===== src/shared/sil_pkg.sv =====
// Shared constants for the status indicator logic
package sil_pkg;
  // Register port
  localparam int          ADDR_W        = 8;
  localparam int          DATA_W        = 32;
  localparam logic [7:0]  ADDR_CTRL     = 8'h00;
  localparam logic [7:0]  ADDR_STATUS   = 8'h04;
  localparam logic [31:0] CTRL_RESET    = 32'h0000_0000;
  localparam int          CTRL_REDUCED  = 0;
  localparam int          CTRL_MUTE     = 1;
  // Status word field positions
  localparam int          ST_OUTPUT_N   = 0;
  localparam int          ST_SETPOINT_N = 1;
  localparam int          ST_ARC_N      = 2;
  localparam int          ST_LIFE_N     = 3;
  localparam int          ST_CODE_A     = 4;
  localparam int          ST_CODE_B     = 5;
  localparam int          ST_ALARM      = 6;
  localparam int          ST_SHUTDOWN   = 7;
  localparam int          ST_LED_LSB    = 8;
  // Status indicator LED positions
  localparam int          NUM_LEDS      = 10;
  localparam int          LED_ARC       = 0;
  localparam int          LED_RAMP      = 1;
  localparam int          LED_SETPOINT  = 2;
  localparam int          LED_DISCHARGE_PRESENT_LED    = 3;
  localparam int          LED_OUTPUT    = 4;
  localparam int          LED_LIFE      = 5;
  localparam int          LED_MISC_LSB  = 6;
  localparam int          NUM_MISC      = 4;
  localparam int          LED_AUX       = 9;
  // Target counters and current measurement
  localparam int          NUM_TARGETS   = 3;
  localparam int          CUR_W         = 16;
  localparam int          DISCHARGE_PRESENT_LED_SHIFT  = 10;
  // Blink timing
  localparam int          CLK_MHZ       = 250;
  localparam int          BLINK_HALF_MS = 250;
  localparam int          BLINK_HALF_CYC = BLINK_HALF_MS * CLK_MHZ * 1000;
endpackage


===== src/rtl/sil_status.sv =====
// Status line and status LED decoding for the supply's user connector
`timescale 1ns/10ps
`default_nettype none
module sil_status #(
  parameter int BLINK_HALF = sil_pkg::BLINK_HALF_CYC
) (
  // Clock and reset
  input  wire logic                        i_mclk,
  input  wire logic                        i_rst_b,
  // Register port
  input  wire logic [sil_pkg::ADDR_W-1:0]  i_addr,
  input  wire logic [sil_pkg::DATA_W-1:0]  i_wdata,
  input  wire logic                        i_wr,
  input  wire logic                        i_rd,
  output logic      [sil_pkg::DATA_W-1:0]  o_rdata,
  // Supply state
  input  wire logic                        i_contactor_closed,
  input  wire logic                        i_output_on,
  input  wire logic                        i_at_setpoint,
  input  wire logic                        i_overcurrent,
  input  wire logic                        i_ramping,
  input  wire logic                        i_ramp_paused,
  input  wire logic [sil_pkg::CUR_W-1:0]   i_out_current,
  input  wire logic [sil_pkg::CUR_W-1:0]   i_max_current,
  input  wire logic [1:0]                  i_target_sel,
  input  wire logic [sil_pkg::NUM_TARGETS-1:0] i_life_expired,
  input  wire logic [sil_pkg::NUM_MISC-1:0] i_misc_led_on,
  input  wire logic [sil_pkg::NUM_MISC-1:0] i_misc_led_flash,
  // User connector status lines
  output logic                             o_output_on_n,
  output logic                             o_setpoint_n,
  output logic                             o_arc_n,
  output logic                             o_target_life_expired_n,
  output logic                             o_target_select_code_a,
  output logic                             o_target_select_code_b,
  // Panel indicators and arc handling
  output logic      [sil_pkg::NUM_LEDS-1:0] o_status_led,
  output logic                             o_alarm,
  output logic                             o_arc_shutdown
);
  import sil_pkg::*;

  typedef struct packed {
    logic [DATA_W-1:0]   rdata;
    logic [DATA_W-1:0]   ctrl;
    logic                arc_seen;
    logic                output_on_n;
    logic                setpoint_n;
    logic                arc_n;
    logic                life_n;
    logic                code_a;
    logic                code_b;
    logic [NUM_LEDS-1:0] led;
    logic                alarm;
    logic                shutdown;
  } sil_state_s;

  sil_state_s          st;
  sil_state_s          next_st;
  logic                blink_tick;
  logic                blink_phase;
  logic                powered;
  logic                discharge_present_led;
  logic                sp_lit;
  logic                sp_flash;
  logic                life_sel;
  logic [CUR_W-1:0]    discharge_present_led_floor;
  logic [NUM_LEDS-1:0] led_on;
  logic [NUM_LEDS-1:0] led_flash;
  logic [NUM_LEDS-1:0] led_mix;
  logic [DATA_W-1:0]   status_word;

  // Single prescaler so every flashing indicator shares one phase
  sil_blink #(
    .HALF_CYC (BLINK_HALF)
  ) u_blink (
    .i_mclk        (i_mclk),
    .i_rst_b       (i_rst_b),
    .o_blink_tick  (blink_tick),
    .o_blink_phase (blink_phase)
  );

  // Output switched on with the contactor closed
  assign powered = i_contactor_closed & i_output_on;

  // Threshold is max current over 1024; strictly greater than it
  assign discharge_present_led_floor = i_max_current >> DISCHARGE_PRESENT_LED_SHIFT;
  assign discharge_present_led       = i_output_on & (i_out_current > discharge_present_led_floor);

  // Setpoint LED states, both gated by the discharge_present_led indication
  assign sp_lit   = discharge_present_led & i_output_on & i_at_setpoint;
  assign sp_flash = discharge_present_led & i_output_on & ~i_at_setpoint;

  // Unused select code reads as no counter expired
  always_comb begin
    life_sel = 1'b0;
    if (i_target_sel < 2'(NUM_TARGETS)) begin
      life_sel = i_life_expired[i_target_sel];
    end
  end

  // Steady and flashing requests for each status LED
  always_comb begin
    led_on    = '0;
    led_flash = '0;
    led_on[LED_ARC]      = next_st.arc_seen;
    led_on[LED_RAMP]     = i_ramping & ~i_ramp_paused & ~i_at_setpoint;
    led_flash[LED_RAMP]  = i_ramp_paused & ~i_at_setpoint;
    led_on[LED_SETPOINT] = sp_lit;
    led_flash[LED_SETPOINT] = sp_flash;
    led_on[LED_DISCHARGE_PRESENT_LED]   = discharge_present_led;
    led_on[LED_OUTPUT]   = i_output_on;
    led_flash[LED_LIFE]  = life_sel;
    led_on[LED_MISC_LSB +: NUM_MISC]    = i_misc_led_on;
    led_flash[LED_MISC_LSB +: NUM_MISC] = i_misc_led_flash;
  end

  // Mix steady and flash per LED; reduced build drops the auxiliary one
  for (genvar i = 0; i < NUM_LEDS; i++) begin : g_led
    if (i == LED_AUX) begin : g_aux
      assign led_mix[i] = ~st.ctrl[CTRL_REDUCED] &
                          (led_on[i] | (led_flash[i] & blink_phase));
    end else begin : g_std
      assign led_mix[i] = led_on[i] | (led_flash[i] & blink_phase);
    end
  end

  // Read-back image of the lines and LEDs
  always_comb begin
    status_word                = '0;
    status_word[ST_OUTPUT_N]   = st.output_on_n;
    status_word[ST_SETPOINT_N] = st.setpoint_n;
    status_word[ST_ARC_N]      = st.arc_n;
    status_word[ST_LIFE_N]     = st.life_n;
    status_word[ST_CODE_A]     = st.code_a;
    status_word[ST_CODE_B]     = st.code_b;
    status_word[ST_ALARM]      = st.alarm;
    status_word[ST_SHUTDOWN]   = st.shutdown;
    status_word[ST_LED_LSB +: NUM_LEDS] = st.led;
  end

  // Next state: register port, arc latch and line drivers
  always_comb begin
    next_st       = st;
    next_st.rdata = '0;
    if (i_wr && (i_addr == ADDR_CTRL)) begin
      next_st.ctrl = '0;
      next_st.ctrl[CTRL_REDUCED] = i_wdata[CTRL_REDUCED];
      next_st.ctrl[CTRL_MUTE]    = i_wdata[CTRL_MUTE];
    end
    if (i_rd) begin
      case (i_addr)
        ADDR_CTRL:   next_st.rdata = st.ctrl;
        ADDR_STATUS: next_st.rdata = status_word;
        default:     next_st.rdata = '0;
      endcase
    end
    // Arc stays latched until output goes off; a new trip wins
    if (i_overcurrent) begin
      next_st.arc_seen = 1'b1;
    end else if (!i_output_on) begin
      next_st.arc_seen = 1'b0;
    end
    next_st.shutdown    = next_st.arc_seen;
    // Overbar lines are driven low for true
    next_st.output_on_n = ~powered;
    next_st.setpoint_n  = ~(i_output_on & i_at_setpoint);
    next_st.arc_n       = ~next_st.arc_seen;
    next_st.life_n      = ~life_sel;
    next_st.code_a      = i_target_sel[0];
    next_st.code_b      = i_target_sel[1];
    next_st.led         = led_mix;
    // Alarm beeps in step with the flashing LEDs; mute silences it
    next_st.alarm = ~st.ctrl[CTRL_MUTE] & blink_phase &
                    (next_st.arc_seen | sp_flash | life_sel);
  end

  // State register; reset gives all lines inactive and LEDs dark
  always_ff @(posedge i_mclk) begin
    if (!i_rst_b) begin
      st             <= '0;
      st.ctrl        <= CTRL_RESET;
      st.output_on_n <= 1'b1;
      st.setpoint_n  <= 1'b1;
      st.arc_n       <= 1'b1;
      st.life_n      <= 1'b1;
    end else begin
      st <= next_st;
    end
  end

  // Outputs straight from the state register
  assign o_rdata                 = st.rdata;
  assign o_output_on_n           = st.output_on_n;
  assign o_setpoint_n            = st.setpoint_n;
  assign o_arc_n                 = st.arc_n;
  assign o_target_life_expired_n = st.life_n;
  assign o_target_select_code_a  = st.code_a;
  assign o_target_select_code_b  = st.code_b;
  assign o_status_led            = st.led;
  assign o_alarm                 = st.alarm;
  assign o_arc_shutdown          = st.shutdown;
endmodule
`default_nettype wire


===== src/rtl/sil_blink.sv =====
// Shared blink prescaler producing one in-phase flash level
`timescale 1ns/10ps
`default_nettype none
module sil_blink #(
  parameter int HALF_CYC = sil_pkg::BLINK_HALF_CYC
) (
  // Clock and reset
  input  wire logic i_mclk,
  input  wire logic i_rst_b,
  // Blink outputs
  output logic      o_blink_tick,
  output logic      o_blink_phase
);
  import sil_pkg::*;

  localparam int CNT_W = (HALF_CYC > 1) ? $clog2(HALF_CYC) : 1;
  localparam logic [CNT_W-1:0] LAST = CNT_W'(HALF_CYC - 1);

  typedef struct packed {
    logic [CNT_W-1:0] cnt;
    logic             tick;
    logic             phase;
  } sil_blink_s;

  sil_blink_s st;
  sil_blink_s next_st;

  // Count one half period, then toggle; tick marks each toggle
  always_comb begin
    next_st      = st;
    next_st.tick = 1'b0;
    if (st.cnt == LAST) begin
      next_st.cnt   = '0;
      next_st.tick  = 1'b1;
      next_st.phase = ~st.phase;
    end else begin
      next_st.cnt = st.cnt + CNT_W'(1);
    end
  end

  always_ff @(posedge i_mclk) begin
    if (!i_rst_b) begin
      st <= '0;
    end else begin
      st <= next_st;
    end
  end

  assign o_blink_tick  = st.tick;
  assign o_blink_phase = st.phase;
endmodule
`default_nettype wire


===== config.mk =====
export PLATFORM = sky130hd
export DESIGN_NAME = sil_status
export DESIGN_NICKNAME = d
export VERILOG_FILES = /design/src/shared/sil_pkg.sv /design/src/rtl/sil_status.sv /design/src/rtl/sil_blink.sv
export SDC_FILE = /design/constraint.sdc
export NUM_CORES = 1
export LEC_CHECK = 0
export BUFFER_PORTS_ARGS = -buffer_cell sky130_fd_sc_hd__buf_2
export CAP_MARGIN = 20
export CELL_PAD_IN_SITES_DETAIL_PLACEMENT = 1
export CELL_PAD_IN_SITES_GLOBAL_PLACEMENT = 2
export CORE_MARGIN = 2
export CORE_UTILIZATION = 25
export DETAILED_ROUTE_END_ITERATION = 6
export GPL_ROUTABILITY_DRIVEN = 0
export PLACE_DENSITY = 0.79
export SYNTH_ARGS = -nofsm -noshare
export SYNTH_HDL_FRONTEND = slang
export SYNTH_SLANG_ARGS = --single-unit

===== constraint.sdc =====
create_clock -name i_mclk -period 2.5 [get_ports i_mclk]
set_input_delay 0 -clock i_mclk [delete_from_list [all_inputs] [get_ports i_mclk]]
set_output_delay 0 -clock i_mclk [all_outputs]
set_load 0.01 [all_outputs]

==> impl_metrics.yaml <==
outcome:
  status: "complete, no violations"
routing:
  ant_nets: 0
  firstDrtPassIters: 4
  vias: 2257
  wl_per_cell_microns: 12.4
  vias_per_cell: 4.15
  drc: 0
  drt_iter0_drc: 32
  drt_wl_total_mm: 6.73
logic_synthesis:
  synth_ff_type: "dfxtp_1"
  yosysMostFrequentCell: "dfxtp_1"
  synth_area_leaders: "dfxtp_1, buf_4, nor2_1"
  synth.largest_area_cell: "dfxtp_1"
  synth_warnings: 0
  synthTopCellsByCount: "dfxtp_1, nor2_1, buf_4"
  synth_top_area_share_pct: 45.2
  synthArstFlopShare_pct: 0
  yosysSeqAreaShare_pct: 45.2
  synth-edff-count: 0
  syn_area_per_cell_sq_um: 9.03
  netlist_instances: 309
  ys_ff_latch: 63
  synth.distinct_cells: 33
  netlist_area_sq_mm: 0.00279
sta:
  period_minus_slack_ns: 2.11
  hold_violations: 0
  tns_ns: 0
  finalCritPeriodShare_pct: 84.4
  skew_ns: 0.00556
  final-max-slew-violation-count: 0
  rsz0062_at_grt: "no"
  fmax_ghz: 0.474
  finalSetupViolCount: 0
cells_and_area:
  num_antenna_cells: 0
  area_growth_pct: 28.2
  drive_gt1_share_pct: 27.7
  final_nets: 501
  utilization_pct: 32.9
floorplan:
  core-area_sq_mm: 0.0109
  die_area_sq_mm: 0.0120
  die_y_microns: 110
  boundaryPins: 145
  rows: 38
  floorplan.initialDensity_pct: 25.6
  die_w_microns: 110
setup_path:
  slowest_stage: "or4_1"
  path_delay_family: "simple AND/OR/NAND/NOR gates"
  end_kind: "register"
  start_kind: "register"
  cp.arrival_ns: 2.34
  rrSetupSlack_ns: 0.39
  path_max_fanout: 26
  max_stage_delay_ns: 0.55
  worst-setup-path-type: "reg2reg"
  cp_cell_sequence: "ha_1, nand4_1, or4_1, nor4_2, nand2b_1, buf_12, nor2_1"
  required_ns: 2.73
  worst-path-buf-inv: 1
clock_tree:
  cts-resized-gates: 0
  htreeDepth: 3
  worstSkewPairLatency_ns: 0.34
  cts_setup_buffers: 0
  root_buffer: "clkbuf_8"
  cts_tree: "built"
  cts.clk_slew.worst_paths_ns: 0.08
  cts_sinks: 63
  numCtsBuffers: 9
  clk_path_buf_depth: 2
global_routing:
  antenna_found_initial: 0
  first_global_vias: 2361
  grt_max_degree: 27
  grt_first_pass_wirelength_mm: 11.0
  grt_overflow: 0
  track_usage_pct: 11.9
placed_design:
  dpl.hpwl_mm: 4.97
  port_buffers: 90
flow_run:
  drv_cap: 0
pwr:
  powerDensity_mw_per_mm2: 613
  fin_total_pwr_w: 0.00219
  leakage_nw: 1.61
  ir_drop_v: 0.000244
hold_path:
  hold_path.class: "in2reg"
stage by stage:
step / cells / cell area [sq um] / hold slack [ns] / setup slack, ns
2_1_floorplan: 322 / 2840 / 0.0619 / 0.569
3_3_place_gp: 508 / 3150 / 0.164 / 0.381
3_5_place_dp: 508 / 3150 / 0.173 / 0.348
4_1_cts: 544 / 3580 / 0.0175 / 0.337
5_1_grt: 544 / 3580 / 0.0412 / 0.181
6_report: 544 / 3580 / 0.0198 / 0.389
area by class of cell:
cell class / count / area, sq um
fill: 1306 / 7310
sequential: 63 / 1260
multi-input combinational: 197 / 1170
timing repair buffer: 114 / 693
tap: 140 / 175
clock buffer: 9 / 124
clock inverter: 7 / 103
inverter: 14 / 52.6
final timing paths:
| kind | end | cells after the start | start |
|---|---|---|---|
| worst max-delay path | u_blink.st[10]$_SDFF_PP0_ | 7 | u_blink.st[2]$_SDFF_PP0_ |
| worst max register to register | u_blink.st[10]$_SDFF_PP0_ | 7 | u_blink.st[2]$_SDFF_PP0_ |
| worst min register to register | o_rdata[16]$_SDFF_PN0_ | 1 | o_status_led[8]$_SDFF_PN0_ |
| worst min-delay path | o_status_led[1]$_SDFF_PN0_ | 3 | i_ramp_paused |
logic make-up after synthesis:
| group | Yosys count | share of synthesized area, % |
|---|---|---|
| DFF | 63 | 45.2 |
| muxes | 6 | 2.15 |
| and+or+nand+nor | 132 | 24.1 |
| other | 1 | 0.134 |
| AOI/OAI and AO/OA | 13 | 2.82 |
| xor gates and xnor gates | 25 | 7.84 |
| adders and majority gates | 7 | 3.14 |
| buffers and inverters | 62 | 14.7 |
where the power goes:
part	internal [W]	switching [W]	total, W
clock network	0.000573	0.000425	0.000998
registers	0.00102	0.0000104	0.00103
logic	0.0000862	0.0000794	0.000166
total	0.00168	0.000514	0.00219
timing repair:
action / 4_1_cts / 5_1_grt
endpoints found under the setup margin: 0 / 0
endpoints found under the hold margin: 19 / 0
hold buffers: 20 / 0
cells in the final DEF (no fill, tap or decap), drive strengths merged, types with 12 or more instances in the layout:
| cell | n |
|---|---|
| and2 | 18 |
| nand2 | 16 |
| nor2 | 45 |
| nand3 | 12 |
| xor2 | 12 |
| buf | 94 |
| inv | 17 |
| xnor2 | 13 |
| conb | 14 |
| dlygate4sd3 | 20 |
| dfxtp | 63 |
layer usage:
layer / vias to the layer above / track usage [%] / part of all wire [%]
li1: 1134 / - / -
met4: 0 / 6.42 / 2.8
met5: - / 0 / 0
met2: 66 / 22.4 / 51
met1: 1041 / 12.7 / 42
met3: 16 / 1.84 / 4.3
sequential cells by signal, summed over array words and instances, names as in the netlist:
register	flops
o_arc_n	1
o_target_select_code_b	1
o_target_select_code_a	1
o_rdata	17
o_target_life_expired_n	1
st	2
o_output_on_n	1
u_blink.o_blink_phase	1
o_alarm	1
u_blink.st	26
o_setpoint_n	1
o_status_led	10
worst reg2reg max path, cell delays in order, from the launching register on:
cell	delay (ns)
dfxtp_1	0.38
ha_1	0.23
nand4_1	0.19
or4_1	0.55
nor4_2	0.22
nand2b_1	0.20
buf_12	0.18
nor2_1	0.07
Power figures use the tool's default switching activity.
